--- config.mk ---
export PLATFORM = sky130hd
export DESIGN_NAME = timer16_control
export DESIGN_NICKNAME = d
export VERILOG_FILES = /design/src/timer16_pkg.sv /design/src/timer16_control.sv
export SDC_FILE = /design/constraint.sdc
export NUM_CORES = 1
export LEC_CHECK = 0
export ABC_AREA = 1
export BUFFER_PORTS_ARGS = -buffer_cell sky130_fd_sc_hd__buf_2
export CAP_MARGIN = 20
export CORE_MARGIN = 3
export CORE_UTILIZATION = 55
export DETAILED_ROUTE_END_ITERATION = 8
export PLACE_DENSITY = 0.8
export SYNTH_ARGS = -nofsm -noshare
export SYNTH_HDL_FRONTEND = slang
export SYNTH_SLANG_ARGS = --single-unit
--- constraint.sdc ---
create_clock -name aclk -period 3.1 [get_ports aclk]
set_clock_uncertainty 0.2 [all_clocks]
set_input_delay 0.31 -clock aclk [delete_from_list [all_inputs] [get_ports aclk]]
set_output_delay 0.31 -clock aclk [all_outputs]
set_load 0.02 [all_outputs]
--- src/timer16_pkg.sv ---
package timer16_pkg;
  // Register indices; byte address is four times the index
  localparam logic [7:0] IDX_PRESCALE_AND_ENABLE = 8'h00;
  localparam logic [7:0] IDX_OUTPUT_AND_WAVEFORM_CONFIG = 8'h01;
  localparam logic [7:0] IDX_STOPPED_OUTPUT_LEVELS = 8'h02;
  localparam logic [7:0] IDX_SPLIT_SELECT = 8'h03;
  localparam logic [7:0] IDX_STATUS_CLEAR_REGISTER = 8'h04;
  localparam logic [7:0] IDX_STATUS_SET_REGISTER = 8'h05;
  localparam logic [7:0] IDX_BUFFER_VALID_CLEAR = 8'h06;
  localparam logic [7:0] IDX_BUFFER_VALID_SET = 8'h07;
  localparam logic [7:0] IDX_COUNT = 8'h20;
  localparam logic [7:0] IDX_PERIOD_VALUE = 8'h26;
  localparam logic [7:0] IDX_COMPARE_VALUE0 = 8'h28;
  localparam logic [7:0] IDX_PERIOD_BUFFER = 8'h36;
  localparam logic [7:0] IDX_COMPARE_BUFFER0 = 8'h38;
  // Compare registers sit two indices apart
  localparam logic [7:0] IDX_CHANNEL_STRIDE = 8'h02;

  // Field positions
  localparam int ENABLE_BIT = 0;
  localparam int PRESCALE_LSB = 1;
  localparam int WAVEFORM_LSB = 0;
  localparam int AUTO_LOCK_BIT = 3;
  localparam int OVERRIDE_LSB = 4;
  localparam int SPLIT_BIT = 0;
  localparam int DIR_BIT = 0;
  localparam int UPDATE_LOCK_BIT = 1;
  localparam int COMMAND_LSB = 2;
  localparam int PERIOD_VALID_BIT = 0;
  localparam int COMPARE_VALID_LSB = 1;

  // Values after reset
  localparam logic [7:0] RESET_BYTE = 8'h00;
  localparam logic [15:0] RESET_PERIOD = 16'hFFFF;
  localparam logic [15:0] RESET_WORD = 16'h0000;

  // AXI responses
  localparam logic [1:0] RESP_OKAY = 2'h0;
  localparam logic [1:0] RESP_SLVERR = 2'h2;

  // Prescaler counter width covers the largest divisor of 1024
  localparam int PRESCALE_W = 10;

  typedef enum logic [2:0] {
    NORMAL_MODE = 3'h0,
    FREQUENCY_WAVE = 3'h1,
    SINGLE_RAMP_PWM = 3'h3,
    DUAL_RAMP_FLAG_TOP = 3'h5,
    DUAL_RAMP_FLAG_BOTH = 3'h6,
    DUAL_RAMP_FLAG_BOTTOM = 3'h7
  } waveform_mode_t;

  typedef enum logic [1:0] {
    CMD_NONE = 2'h0,
    CMD_UPDATE = 2'h1,
    CMD_RESTART = 2'h2,
    CMD_HARD_RESET = 2'h3
  } command_t;
endpackage

--- src/timer16_control.sv ---
`timescale 1ns/1ps
// Overview of operation
// - Prescale select divides clock by 1..1024
// - Counter runs only while enable is set
// - Override enable lets waveform replace port value outside normal mode
// - Auto-lock holds lock until enabled buffers valid
// - Enabling auto-lock sets lock at once
// - Without auto-lock, only software changes lock
// - Normal mode: period top, update/flag at top counting up, at bottom counting down
// - Three-bit waveform mode field; 010, 100 reserved
// - Frequency mode: compare 0 is top
// - PWM modes pick update and overflow points
// - Waveform reaches pin only when override enabled
// - Stopped timer: output-level writes set waveform outputs
// - Split bit makes two independent 8-bit counters
// - Clear register: ones clear, zeros keep
// - Set and clear registers read same status
// - Command reads zero; update, restart, hard reset
// - Lock blocks buffer copy on update
// - Buffer valid set on write, cleared on update
// - Direction bit: 0 up, 1 down, software writable
module timer16_control
  import timer16_pkg::*;
#(
  parameter int ADDR_W = 12
)
(
  // Clock and reset
  input wire logic aclk,
  input wire logic aresetn,
  // AXI4-Lite write address
  input wire logic [ADDR_W-1:0] s_axi_awaddr,
  input wire logic [2:0] s_axi_awprot,
  input wire logic s_axi_awvalid,
  output logic s_axi_awready,
  // AXI4-Lite write data
  input wire logic [31:0] s_axi_wdata,
  input wire logic [3:0] s_axi_wstrb,
  input wire logic s_axi_wvalid,
  output logic s_axi_wready,
  // AXI4-Lite write response
  output logic [1:0] s_axi_bresp,
  output logic s_axi_bvalid,
  input wire logic s_axi_bready,
  // AXI4-Lite read address
  input wire logic [ADDR_W-1:0] s_axi_araddr,
  input wire logic [2:0] s_axi_arprot,
  input wire logic s_axi_arvalid,
  output logic s_axi_arready,
  // AXI4-Lite read data
  output logic [31:0] s_axi_rdata,
  output logic [1:0] s_axi_rresp,
  output logic s_axi_rvalid,
  input wire logic s_axi_rready,
  // Port pins, same clock domain as the port logic
  input wire logic [2:0] port_value,
  output logic [2:0] pin_out,
  // Timer state
  output logic [2:0] waveform_output,
  output logic overflow_flag,
  output logic update_event,
  output logic [15:0] count_value
);
  logic [7:0] ctrl_a_q;
  logic [7:0] ctrl_b_q;
  logic [7:0] ctrl_c_q;
  logic [7:0] ctrl_d_q;
  logic dir_q;
  logic update_lock_q;
  logic [3:0] buf_valid_q;
  logic [15:0] cnt_q;
  logic [15:0] period_q;
  logic [15:0] period_buf_q;
  logic [15:0] cmp_q [3];
  logic [15:0] cmp_buf_q [3];
  logic [2:0] wave_q;
  logic [2:0] pin_q;
  logic ovf_q;
  logic upd_q;
  logic [PRESCALE_W-1:0] pre_q;

  logic aw_have_q;
  logic w_have_q;
  logic [ADDR_W-1:0] awaddr_q;
  logic [31:0] wdata_q;
  logic [3:0] wstrb_q;
  logic bvalid_q;
  logic [1:0] bresp_q;
  logic rvalid_q;
  logic [31:0] rdata_q;
  logic [1:0] rresp_q;

  // Divisor minus one for each prescale select code
  function automatic logic [PRESCALE_W-1:0] div_mask(input logic [2:0] sel);
    case (sel)
      3'h0: div_mask = 10'h000;
      3'h1: div_mask = 10'h001;
      3'h2: div_mask = 10'h003;
      3'h3: div_mask = 10'h007;
      3'h4: div_mask = 10'h00F;
      3'h5: div_mask = 10'h03F;
      3'h6: div_mask = 10'h0FF;
      default: div_mask = 10'h3FF;
    endcase
  endfunction

  // Merge byte lanes of a write into a 16-bit register
  function automatic logic [15:0] merge16(input logic [15:0] old, input logic [31:0] d,
                                          input logic [3:0] s);
    merge16 = {s[1] ? d[15:8] : old[15:8], s[0] ? d[7:0] : old[7:0]};
  endfunction

  // Register index of a byte address; the two low address bits and bits above 9 are ignored
  function automatic logic [7:0] reg_index(input logic [ADDR_W-1:0] a);
    reg_index = a[9:2];
  endfunction

  function automatic logic is_mapped(input logic [7:0] i);
    is_mapped = (i <= IDX_BUFFER_VALID_SET) || (i == IDX_COUNT) ||
                (i == IDX_PERIOD_VALUE) || (i == IDX_PERIOD_BUFFER) ||
                (i == IDX_COMPARE_VALUE0) || (i == IDX_COMPARE_VALUE0 + IDX_CHANNEL_STRIDE) ||
                (i == IDX_COMPARE_VALUE0 + 8'h04) || (i == IDX_COMPARE_BUFFER0) ||
                (i == IDX_COMPARE_BUFFER0 + IDX_CHANNEL_STRIDE) ||
                (i == IDX_COMPARE_BUFFER0 + 8'h04);
  endfunction

  // Decoded configuration
  logic enabled;
  logic auto_lock;
  logic split_on;
  logic [2:0] override_en;
  logic [2:0] wmode;
  logic dual;
  logic [15:0] top;
  assign enabled = ctrl_a_q[ENABLE_BIT];
  assign auto_lock = ctrl_b_q[AUTO_LOCK_BIT];
  assign override_en = ctrl_b_q[OVERRIDE_LSB +: 3];
  assign wmode = ctrl_b_q[WAVEFORM_LSB +: 3];
  assign split_on = ctrl_d_q[SPLIT_BIT];
  assign dual = wmode[2];
  assign top = (wmode == FREQUENCY_WAVE) ? cmp_q[0] : period_q;

  // Bus write strobe and decode
  logic wr_go;
  logic [7:0] widx;
  logic [1:0] cmd;
  assign wr_go = aw_have_q && w_have_q && !bvalid_q;
  assign widx = reg_index(awaddr_q);
  assign cmd = wdata_q[COMMAND_LSB +: 2];

  logic wr_a;
  logic wr_c;
  logic wr_eclr;
  logic wr_eset;
  logic wr_per_buf;
  logic [2:0] wr_cmp_buf;
  assign wr_a = wr_go && wstrb_q[0] && widx == IDX_PRESCALE_AND_ENABLE;
  assign wr_c = wr_go && wstrb_q[0] && widx == IDX_STOPPED_OUTPUT_LEVELS;
  assign wr_eclr = wr_go && wstrb_q[0] && widx == IDX_STATUS_CLEAR_REGISTER;
  assign wr_eset = wr_go && wstrb_q[0] && widx == IDX_STATUS_SET_REGISTER;
  assign wr_per_buf = wr_go && widx == IDX_PERIOD_BUFFER;
  always_comb
  begin
    for (int n = 0; n < 3; n++)
    begin
      wr_cmp_buf[n] = wr_go && widx == IDX_COMPARE_BUFFER0 + IDX_CHANNEL_STRIDE * n[7:0];
    end
  end

  // Commands; hard reset only while stopped
  logic cmd_update;
  logic cmd_restart;
  logic cmd_hard;
  assign cmd_update = wr_eset && cmd == CMD_UPDATE;
  assign cmd_restart = wr_eset && cmd == CMD_RESTART;
  assign cmd_hard = wr_eset && cmd == CMD_HARD_RESET && !enabled;

  // Prescaled tick
  logic tick;
  always_ff @(posedge aclk)
  begin
    if (!aresetn || !enabled || cmd_restart)
      pre_q <= '0;
    else
      pre_q <= pre_q + 10'h001;
  end
  assign tick = enabled && ((pre_q & div_mask(ctrl_a_q[PRESCALE_LSB +: 3])) ==
                div_mask(ctrl_a_q[PRESCALE_LSB +: 3]));

  // Count events per waveform mode
  logic at_top;
  logic at_bottom;
  logic wrap;
  logic upd_cond;
  logic ovf_cond;
  assign at_top = tick && !split_on && !dir_q && cnt_q == top;
  assign at_bottom = tick && !split_on && dir_q && cnt_q == 16'h0000;
  assign wrap = at_top || at_bottom;
  always_comb
  begin
    case (wmode)
      NORMAL_MODE, FREQUENCY_WAVE:
      begin
        upd_cond = wrap;
        ovf_cond = wrap;
      end
      SINGLE_RAMP_PWM:
      begin
        upd_cond = wrap;
        ovf_cond = wrap;
      end
      DUAL_RAMP_FLAG_TOP:
      begin
        upd_cond = at_bottom;
        ovf_cond = at_top;
      end
      DUAL_RAMP_FLAG_BOTH:
      begin
        upd_cond = at_bottom;
        ovf_cond = at_top || at_bottom;
      end
      DUAL_RAMP_FLAG_BOTTOM:
      begin
        upd_cond = at_bottom;
        ovf_cond = at_bottom;
      end
      default:
      begin
        // Reserved codes do not count events
        upd_cond = 1'b0;
        ovf_cond = 1'b0;
      end
    endcase
  end

  logic upd_any;
  logic do_copy;
  logic all_valid;
  assign upd_any = upd_cond || cmd_update;
  assign do_copy = upd_any && !update_lock_q;
  assign all_valid = &(buf_valid_q[COMPARE_VALID_LSB +: 3] | ~override_en);

  // Control registers
  always_ff @(posedge aclk)
  begin
    if (!aresetn || cmd_hard)
    begin
      ctrl_a_q <= RESET_BYTE;
      ctrl_b_q <= RESET_BYTE;
      ctrl_c_q <= RESET_BYTE;
      ctrl_d_q <= RESET_BYTE;
    end
    else if (wr_go && wstrb_q[0])
    begin
      if (widx == IDX_PRESCALE_AND_ENABLE)
        ctrl_a_q <= {4'h0, wdata_q[3:0]};
      else if (widx == IDX_OUTPUT_AND_WAVEFORM_CONFIG)
        ctrl_b_q <= {1'b0, wdata_q[6:0]};
      else if (widx == IDX_STOPPED_OUTPUT_LEVELS)
        ctrl_c_q <= {5'h00, wdata_q[2:0]};
      else if (widx == IDX_SPLIT_SELECT)
        ctrl_d_q <= {7'h00, wdata_q[0]};
    end
  end

  // Update lock: set wins over clear where both arrive together
  always_ff @(posedge aclk)
  begin
    if (!aresetn || cmd_hard)
      update_lock_q <= 1'b0;
    else if (wr_eset && wdata_q[UPDATE_LOCK_BIT])
      update_lock_q <= 1'b1;
    else if (auto_lock && upd_any)
      update_lock_q <= 1'b1;
    else if (auto_lock && update_lock_q && all_valid)
      update_lock_q <= 1'b0;
    else if (wr_eclr && wdata_q[UPDATE_LOCK_BIT])
      update_lock_q <= 1'b0;
    else if (wr_go && wstrb_q[0] && widx == IDX_OUTPUT_AND_WAVEFORM_CONFIG &&
             wdata_q[AUTO_LOCK_BIT] && !auto_lock)
      update_lock_q <= 1'b1;
  end

  // Buffer valid flags; a buffer write wins over the update clear
  always_ff @(posedge aclk)
  begin
    if (!aresetn || cmd_hard)
      buf_valid_q <= 4'h0;
    else
    begin
      for (int n = 0; n < 4; n++)
      begin
        if ((n == 0) ? wr_per_buf : wr_cmp_buf[n-1])
          buf_valid_q[n] <= 1'b1;
        else if (wr_go && wstrb_q[0] && widx == IDX_BUFFER_VALID_SET && wdata_q[n])
          buf_valid_q[n] <= 1'b1;
        else if (do_copy)
          buf_valid_q[n] <= 1'b0;
        else if (wr_go && wstrb_q[0] && widx == IDX_BUFFER_VALID_CLEAR && wdata_q[n])
          buf_valid_q[n] <= 1'b0;
      end
    end
  end

  // Buffers and active values; only valid buffers are copied
  always_ff @(posedge aclk)
  begin
    if (!aresetn || cmd_hard)
    begin
      period_q <= RESET_PERIOD;
      period_buf_q <= RESET_PERIOD;
      for (int n = 0; n < 3; n++)
      begin
        cmp_q[n] <= RESET_WORD;
        cmp_buf_q[n] <= RESET_WORD;
      end
    end
    else
    begin
      if (wr_go && widx == IDX_PERIOD_VALUE)
        period_q <= merge16(period_q, wdata_q, wstrb_q);
      else if (do_copy && buf_valid_q[PERIOD_VALID_BIT])
        period_q <= period_buf_q;
      if (wr_per_buf)
        period_buf_q <= merge16(period_buf_q, wdata_q, wstrb_q);
      for (int n = 0; n < 3; n++)
      begin
        if (wr_go && widx == IDX_COMPARE_VALUE0 + IDX_CHANNEL_STRIDE * n[7:0])
          cmp_q[n] <= merge16(cmp_q[n], wdata_q, wstrb_q);
        else if (do_copy && buf_valid_q[COMPARE_VALID_LSB + n])
          cmp_q[n] <= cmp_buf_q[n];
        if (wr_cmp_buf[n])
          cmp_buf_q[n] <= merge16(cmp_buf_q[n], wdata_q, wstrb_q);
      end
    end
  end

  // Counter; in split mode each byte is its own down counter
  always_ff @(posedge aclk)
  begin
    if (!aresetn || cmd_hard || cmd_restart)
      cnt_q <= RESET_WORD;
    else if (wr_go && widx == IDX_COUNT)
      cnt_q <= merge16(cnt_q, wdata_q, wstrb_q);
    else if (tick && split_on)
    begin
      cnt_q[7:0] <= (cnt_q[7:0] == 8'h00) ? period_q[7:0] : cnt_q[7:0] - 8'h01;
      cnt_q[15:8] <= (cnt_q[15:8] == 8'h00) ? period_q[15:8] : cnt_q[15:8] - 8'h01;
    end
    else if (tick)
    begin
      if (dual && wrap)
        cnt_q <= dir_q ? cnt_q + 16'h0001 : cnt_q - 16'h0001;
      else if (wrap)
        cnt_q <= dir_q ? top : RESET_WORD;
      else
        cnt_q <= dir_q ? cnt_q - 16'h0001 : cnt_q + 16'h0001;
    end
  end

  // Direction: dual-slope turns at top and bottom, software may also write it
  always_ff @(posedge aclk)
  begin
    if (!aresetn || cmd_hard || cmd_restart)
      dir_q <= 1'b0;
    else if (wr_eset && wdata_q[DIR_BIT])
      dir_q <= 1'b1;
    else if (wr_eclr && wdata_q[DIR_BIT])
      dir_q <= 1'b0;
    else if (dual && at_top)
      dir_q <= 1'b1;
    else if (dual && at_bottom)
      dir_q <= 1'b0;
  end

  // Waveform generator outputs
  logic [2:0] match;
  always_comb
  begin
    for (int n = 0; n < 3; n++)
    begin
      match[n] = tick && !split_on && cnt_q == cmp_q[n];
    end
  end

  always_ff @(posedge aclk)
  begin
    if (!aresetn || cmd_hard || cmd_restart)
      wave_q <= 3'h0;
    else if (!enabled)
    begin
      if (wr_c)
        wave_q <= wdata_q[2:0];
    end
    else
    begin
      case (wmode)
        FREQUENCY_WAVE:
          wave_q[0] <= wave_q[0] ^ match[0];
        SINGLE_RAMP_PWM:
        begin
          for (int n = 0; n < 3; n++)
          begin
            if (wrap)
              wave_q[n] <= 1'b1;
            else if (match[n])
              wave_q[n] <= 1'b0;
          end
        end
        DUAL_RAMP_FLAG_TOP, DUAL_RAMP_FLAG_BOTH, DUAL_RAMP_FLAG_BOTTOM:
        begin
          // High while the count is below the compare value
          for (int n = 0; n < 3; n++)
          begin
            if (match[n])
              wave_q[n] <= dir_q;
          end
        end
        default:
          wave_q <= wave_q;
      endcase
    end
  end

  // Pin override; the port register still sets pin direction outside this block
  always_ff @(posedge aclk)
  begin
    if (!aresetn)
      pin_q <= 3'h0;
    else
    begin
      for (int n = 0; n < 3; n++)
      begin
        pin_q[n] <= (override_en[n] && wmode != NORMAL_MODE) ? wave_q[n] :
                    port_value[n];
      end
    end
  end

  always_ff @(posedge aclk)
  begin
    if (!aresetn)
    begin
      ovf_q <= 1'b0;
      upd_q <= 1'b0;
    end
    else
    begin
      ovf_q <= ovf_cond;
      upd_q <= do_copy;
    end
  end

  // AXI write channel: address and data taken in either order
  always_ff @(posedge aclk)
  begin
    if (!aresetn)
    begin
      aw_have_q <= 1'b0;
      w_have_q <= 1'b0;
      awaddr_q <= '0;
      wdata_q <= 32'h0000_0000;
      wstrb_q <= 4'h0;
      bvalid_q <= 1'b0;
      bresp_q <= RESP_OKAY;
    end
    else
    begin
      if (s_axi_awvalid && !aw_have_q)
      begin
        aw_have_q <= 1'b1;
        awaddr_q <= s_axi_awaddr;
      end
      if (s_axi_wvalid && !w_have_q)
      begin
        w_have_q <= 1'b1;
        wdata_q <= s_axi_wdata;
        wstrb_q <= s_axi_wstrb;
      end
      if (wr_go)
      begin
        aw_have_q <= 1'b0;
        w_have_q <= 1'b0;
        bvalid_q <= 1'b1;
        bresp_q <= is_mapped(widx) ? RESP_OKAY : RESP_SLVERR;
      end
      else if (bvalid_q && s_axi_bready)
        bvalid_q <= 1'b0;
    end
  end

  // AXI read channel: one-cycle answer, status read from either register
  logic [7:0] ridx;
  logic [31:0] rword;
  assign ridx = reg_index(s_axi_araddr);
  always_comb
  begin
    rword = 32'h0000_0000;
    if (ridx == IDX_PRESCALE_AND_ENABLE)
      rword[7:0] = ctrl_a_q;
    else if (ridx == IDX_OUTPUT_AND_WAVEFORM_CONFIG)
      rword[7:0] = ctrl_b_q;
    else if (ridx == IDX_STOPPED_OUTPUT_LEVELS)
      rword[7:0] = ctrl_c_q;
    else if (ridx == IDX_SPLIT_SELECT)
      rword[7:0] = ctrl_d_q;
    else if (ridx == IDX_STATUS_CLEAR_REGISTER || ridx == IDX_STATUS_SET_REGISTER)
      rword[7:0] = {6'h00, update_lock_q, dir_q};
    else if (ridx == IDX_BUFFER_VALID_CLEAR || ridx == IDX_BUFFER_VALID_SET)
      rword[7:0] = {4'h0, buf_valid_q};
    else if (ridx == IDX_COUNT)
      rword[15:0] = cnt_q;
    else if (ridx == IDX_PERIOD_VALUE)
      rword[15:0] = period_q;
    else if (ridx == IDX_PERIOD_BUFFER)
      rword[15:0] = period_buf_q;
    else
    begin
      for (int n = 0; n < 3; n++)
      begin
        if (ridx == IDX_COMPARE_VALUE0 + IDX_CHANNEL_STRIDE * n[7:0])
          rword[15:0] = cmp_q[n];
        if (ridx == IDX_COMPARE_BUFFER0 + IDX_CHANNEL_STRIDE * n[7:0])
          rword[15:0] = cmp_buf_q[n];
      end
    end
  end

  always_ff @(posedge aclk)
  begin
    if (!aresetn)
    begin
      rvalid_q <= 1'b0;
      rdata_q <= 32'h0000_0000;
      rresp_q <= RESP_OKAY;
    end
    else if (s_axi_arvalid && !rvalid_q)
    begin
      rvalid_q <= 1'b1;
      rdata_q <= rword;
      rresp_q <= is_mapped(ridx) ? RESP_OKAY : RESP_SLVERR;
    end
    else if (rvalid_q && s_axi_rready)
      rvalid_q <= 1'b0;
  end

  assign s_axi_awready = !aw_have_q;
  assign s_axi_wready = !w_have_q;
  assign s_axi_bvalid = bvalid_q;
  assign s_axi_bresp = bresp_q;
  assign s_axi_arready = !rvalid_q;
  assign s_axi_rvalid = rvalid_q;
  assign s_axi_rdata = rdata_q;
  assign s_axi_rresp = rresp_q;
  assign pin_out = pin_q;
  assign waveform_output = wave_q;
  assign overflow_flag = ovf_q;
  assign update_event = upd_q;
  assign count_value = cnt_q;
endmodule

==> results.cfg, run 1 <==
[floorplan]
die_x_um = 168.0
io_pins = 141
placeableCoreArea_um2 = 25470
die_area_um2 = 28230
num_rows = 58
die_h_um = 168.0
start_util = 0.5669

[timing]
fmax_mhz = 326.3
min_period_over_period = 0.9886
hold_slack_ns = 0.07557
drv_slew = 0
setup_viol = 0
slew_headroom = 0.3677
worst_pin_slew_ns = 0.9474
hold_violations = 0
finalCriticalPeriod_ns = 3.065

[finish]
layout-drive-gt1-share = 0.1801
antenna_cells = 0
nets = 2339
fin_cells = 2607
fillers = 2169
areaGrowthSynthToFinish_pct = 20.80

[drt]
vias = 15650
post_drt_via_cell_ratio = 6.002
routed_wl_mm = 54.10
drc_errors = 0
drt-initial-drc-count = 2034
ant_nets = 0
wl_per_cell_um = 20.75
drt_first_pass_iters = 6

[logic_synthesis]
synth_warnings = 0
async_reset_ff_frac = 0
synth_cell_types = 50
synth_seq_cells = 231
netlist.area_leader.share = 0.1997
synth_compound_area_frac = 0.1790
synth_xor_area_frac = 0.03700
synthTopCellsByArea = edfxtp_1 (20%), dfxtp_1 (19%), nand2_1 (15%)
ys.flop_type = dfxtp_1
synth_top_family_by_area = simple AND/OR/NAND/NOR gates
yosysSeqAreaShare = 0.3868
syn_avg_cell_area_um2 = 7.019
synth_common_cells = nand2_1 (588), inv_1 (172), nand3_1 (172), a21oi_1 (149), nor2_1 (146)
synth_edf_count = 96
yosysMostFrequentCell = nand2_1
synth_fa_ha_area_frac = 0.004333
syn_inst = 2057
yosysTopAreaCell = edfxtp_1
netlist_area_um2 = 14440
yosys.area_share.simple = 0.3008
muxShareOfSynthArea = 0.0006932

[grt]
grt_pass1_vias = 14290
antenna_found_initial = 0
grt-ovfl-total = 0
grt_max_degree = 39
grt_pass1_wl_mm = 80.67
grt_usage = 0.3633

[critical_path]
crit_arrival_ns = 3.14
crit_type = flip-flop to flip-flop
rr_worst_depth = 15
worstReg2RegEnd = cmp_q[2][15]
r2r_setup_slack_ns = 0.04
cpMaxStageDelayCell = nor3_1
crit_required_ns = 3.18
r2r-start = w_have_q
crit_chain = inv_1 > nor3_4 > nand2_1 > inv_1 > nand4_1 > nor3_1 > a21oi_1 > nand2_8 > nand2_4 > inv_4 > nand4_4 > nand3_2 > nand2_2 > inv_2 > buf_12
path_max_fanout = 8
max_stage_delay_ns = 0.40
worst_path_most_repeated_cell = inv_1
startpoint_type = flip-flop
end_kind = flip-flop

[clock_network]
cts_buffers = 25
cts-htree-levels = 1
clk_path_buf_depth = 3
clk_pin_slew_ns = 0.06
cts_tree = done
cts-root-buf = clkbuf_16
clock-sinks = 231
insertion_delay_ns = 0.55

[run_status]
status = completed

[placement]
gp_congestion = 1.063
dpl.hpwl_mm = 41.03
port_buffers = 90
place_inst = 2502

[job]
maxCapViolations = 0

[min_path]
holdPathEnd = s_axi_rdata[6]
min_path_cells = 5
worstHoldStart = s_axi_araddr[2]
hp-class = input port to flip-flop

[power]
peakVddDrop_mv = 0.5630
p_leak_nw = 7.432
power.density_nw_per_um2 = 400.2
p_total_mw = 6.980
placed cells by master (no fill, tap or decap), types with 23 or more instances in the layout:
cell type / instances
edfxtp_1: 96
a21oi_2: 31
o211ai_1: 46
buf_2: 92
nand3_1: 156
nand2_1: 567
nor2_1: 139
xor2_1: 38
o21ai_0: 140
nand4_1: 31
inv_1: 166
dlygate4sd3_1: 34
dfxtp_1: 130
buf_4: 128
a21oi_1: 148
xnor2_1: 23
nor3_1: 24
clkbuf_16: 27
power breakdown:
group	leakage (nW)	switching, mW	internal, mW
Combinational	4.94	0.383	0.167
Sequential	2.09	0.0913	3.24
Clock	0.407	1.27	1.83
Total	7.43	1.74	5.24
metrics by stage:
step	utilization	TNS, ns	worst slack [ns]	instance area [µm²]
final	0.6847	0	0.03549	17440
after global placement	0.6184	0	0.06661	15750
after floorplan	-	0	0.004024	14530
after global routing	0.6847	-5.339	-0.1120	17440
after CTS	0.6653	0	0.02819	16950
after detailed placement	0.6188	0	0.03000	15760
sequential cells by signal, indices dropped and copies added, names as in the netlist, 4 cells and up:
name          flops
pre_q            10
cmp_buf_q        48
ctrl_a_q          4
period_buf_q     16
cmp_q            48
wdata_q          16
s_axi_rdata      16
awaddr_q          8
count_value      16
buf_valid_q       4
period_q         16
ctrl_b_q          7
worst max-delay path, delay by kind of cell, from the launching register on:
kind,cells,cell delay (ns)
and+or+nand+nor,9,1.47
AOI/OAI and AO/OA,1,0.20
buffers and inverters,5,0.58
DFF,1,0.32
cells by family after synthesis:
kind of cell	count (synthesis)
buffers and inverters	307
and+or+nand+nor	1010
xor gates and xnor gates	61
other	1
AOI/OAI and AO/OA	441
muxes	1
DFF	231
adders and majority gates	5
how the worst max path moves through the flow:
stage	to	slack [ns]	from
2_1_floorplan	cmp_q[1][10]	0.004	count_value[1]
3_3_place_gp	cmp_q[0][14]	0.07	ctrl_b_q[0]
3_5_place_dp	cmp_q[2][14]	0.03	ctrl_b_q[0]
4_1_cts	cmp_q[2][15]	0.03	ctrl_b_q[0]
5_1_grt	cmp_q[2][2]	-0.11	ctrl_b_q[1]
6_report	cmp_q[2][15]	0.04	w_have_q
layout make-up:
cell class	instances	area (µm²)	share of cell area
multi-input combinational	1537	7833	0.4491
tap	330	412.9	0.02367
clock buffer	36	696.9	0.03996
inverter	195	757.0	0.04340
timing repair buffer	268	1999	0.1146
sequential	231	5594	0.3207
clock inverter	10	148.9	0.008537
timing repair:
action                                 CTS  global route
hold buffers                            34             0
setup endpoints to repair                0           130
resized for setup                        0            74
endpoints found under the hold margin   34             0
setup buffers                            0            21
layer usage:
| metal | wire [µm] | vias to the layer above | global-route usage | share of wire |
|---|---|---|---|---|
| met4 | 2356 | 0 | 0.1266 | 0.044 |
| met2 | 23810 | 968 | 0.5690 | 0.44 |
| met1 | 21670 | 7235 | 0.5011 | 0.40 |
| met3 | 6250 | 151 | 0.07748 | 0.12 |
| met5 | 0 | - | 0 | 0 |
| li1 | - | 7292 | - | - |
No activity file was read; power rests on OpenSTA's default activity.
==> inputs of run 2 (changes only) <==
--- a/config.mk
+++ b/config.mk
@@ -11,7 +11,7 @@
 export CORE_MARGIN = 3
 export CORE_UTILIZATION = 55
 export DETAILED_ROUTE_END_ITERATION = 8
-export PLACE_DENSITY = 0.8
+export PLACE_DENSITY = 0.77
 export SYNTH_ARGS = -nofsm -noshare
 export SYNTH_HDL_FRONTEND = slang
 export SYNTH_SLANG_ARGS = --single-unit
==> constraint.sdc (replaced) <==
create_clock -name aclk -period 3.9 [get_ports aclk]
set_clock_uncertainty 0.2 [all_clocks]
set_input_delay 0.39 -clock aclk [delete_from_list [all_inputs] [get_ports aclk]]
set_output_delay 0.39 -clock aclk [all_outputs]
set_load 0.02 [all_outputs]
==> run 2 against run 1 <==
Net effect: total power is 16% lower; die area stayed put; register-to-register slack better by 0.27 ns; critical endpoint is now cmp_q[0][11]; largest cell class unchanged; largest power group is now clock.
==> results.cfg, run 2 (synthesis results as in run 1) <==
[timing]
hold_slack_ns = 0.1561
worst_pin_slew_ns = 0.9797
hold_violations = 0
slew_headroom = 0.3461
finalCriticalPeriod_ns = 3.598
drv_slew = 0
fmax_mhz = 278.0
min_period_over_period = 0.9225
setup_viol = 0
rsz0062_at_grt = no
setup_tns_ns = 0

[drt]
drt_first_pass_iters = 6
vias = 15200
drc_errors = 0
wl_per_cell_um = 20.85
routed_wl_mm = 52.68
drt-initial-drc-count = 2004
ant_nets = 0
post_drt_via_cell_ratio = 6.017

[floorplan]
num_rows = 58
placeableCoreArea_um2 = 25470
die_h_um = 168.0
die_x_um = 168.0
start_util = 0.5669
io_pins = 141
die_area_um2 = 28230

[placement]
placed_area_um2 = 15250
gp_congestion = 0.9987
port_buffers = 90
dpl.hpwl_mm = 40.16

[critical_path]
crit_arrival_ns = 3.63
max_stage_delay_ns = 0.31
crit_family = simple AND/OR/NAND/NOR gates
end_kind = flip-flop
cp.buffers_inverters = 4
startpoint_type = flip-flop
cpMaxStageDelayCell = dfxtp_1
crit_type = flip-flop to flip-flop
path_max_fanout = 19
crit_chain = inv_1 > ha_1 > nand4_1 > nor3_2 > nand3_1 > nor2_1 > inv_1 > nand2_4 > nand2_2 > nand2_4 > nand3_1 > buf_4 > nand3_1 > nand2_1 > inv_1
crit_required_ns = 3.94

[clock_network]
clk_path_buf_depth = 3
cts_hold_buffers = 33
cts-htree-levels = 1
cts_tree = done
clock-sinks = 231
insertion_delay_ns = 0.56
cts_buffers = 26
cts_setup_buffers = 0
ctsResizeCount = 0
clk_pin_slew_ns = 0.06
cts-root-buf = clkbuf_16

[grt]
grt_usage = 0.3624
grt_pass1_wl_mm = 80.26
grt_max_degree = 39
antenna_found_initial = 0
grt_pass1_vias = 13840
grt-ovfl-total = 0

[finish]
top_regs = cmp_buf_q (48), cmp_q (48)
fin_area_um2 = 16560
mostFrequentLayoutCell = nand2_1
layout-drive-gt1-share = 0.1244
final_cell_mix = nand2_1 (588), inv_1 (172), nand3_1 (172), a21oi_1 (149), nor2_1 (146)
nets = 2256
fillers = 2283
final_util = 0.6500
areaGrowthSynthToFinish_pct = 14.67

[power]
p_switching_mw = 1.460
power_frac_comb = 0.071
peakVddDrop_mv = 0.4524
power.share.switching = 0.2503
power.density_nw_per_um2 = 352.2
p_leak_nw = 7.012
p_int_mw = 4.372
seq_power_share = 0.455
p_clk_frac = 0.473

[min_path]
hp-class = input port to flip-flop

[job]
maxCapViolations = 0

[run_status]
status = completed
## run 2: worst reg2reg max path: stages, from the launching register on
cell and delay (ns):
dfxtp_1 0.31, inv_1 0.19, ha_1 0.25, nand4_1 0.22, nor3_2 0.25, nand3_1 0.10, nor2_1 0.30, inv_1 0.19
nand2_4 0.19, nand2_2 0.09, nand2_4 0.15, nand3_1 0.12, buf_4 0.23, nand3_1 0.11, nand2_1 0.11, inv_1 0.26
## run 2: power groups by stage
stage	combinational, mW	clock, mW	sequential [mW]
after floorplan	0.243	0	2.67
after CTS	0.401	2.77	2.65
final	0.416	2.76	2.66
after global placement	0.365	0	2.70
after global routing	0.447	2.87	2.66
after detailed placement	0.374	0	2.70
## run 2: path summary, 6_finish.rpt
| kind | start | endpoint | slack, ns | cells past startpoint |
|---|---|---|---|---|
| worst max-delay path | count_value[1] | cmp_q[0][11] | 0.30 | 15 |
| worst min register to register | s_axi_rdata[15] | s_axi_rdata[15] | 0.26 | 2 |
| worst min-delay path | s_axi_arvalid | s_axi_rdata[3] | 0.16 | 5 |
| worst max register to register | count_value[1] | cmp_q[0][11] | 0.30 | 15 |
## run 2: cell type report
| class | count | area, µm² | share of cell area |
|---|---|---|---|
| timing repair buffer | 185 | 1246 | 0.07527 |
| inverter | 195 | 737.0 | 0.04451 |
| sequential | 231 | 5585 | 0.3373 |
| antenna | 1 | 2.502 | 0.0001511 |
| multi-input combinational | 1536 | 7602 | 0.4592 |
| clock buffer | 38 | 787.0 | 0.04753 |
| clock inverter | 10 | 183.9 | 0.01111 |
| tap | 330 | 412.9 | 0.02494 |
## run 2: metrics by stage
stage / cells / total power [mW] / worst slack [ns]
global route: 2525 / 5.978 / 0.02198
floorplan: 2074 / 2.916 / 0.5262
CTS: 2525 / 5.817 / 0.3720
detailed placement: 2444 / 3.076 / 0.3741
global placement: 2442 / 3.064 / 0.3991
finish: 2526 / 5.832 / 0.3023
## run 2: metal layers
| metal | routed length [µm] | GRT usage | up-vias |
|---|---|---|---|
| met5 | 0 | 0 | - |
| met4 | 2044 | 0.1238 | 0 |
| met3 | 6204 | 0.05917 | 121 |
| met2 | 22940 | 0.5574 | 939 |
| met1 | 21490 | 0.5212 | 7026 |
| li1 | - | - | 7113 |
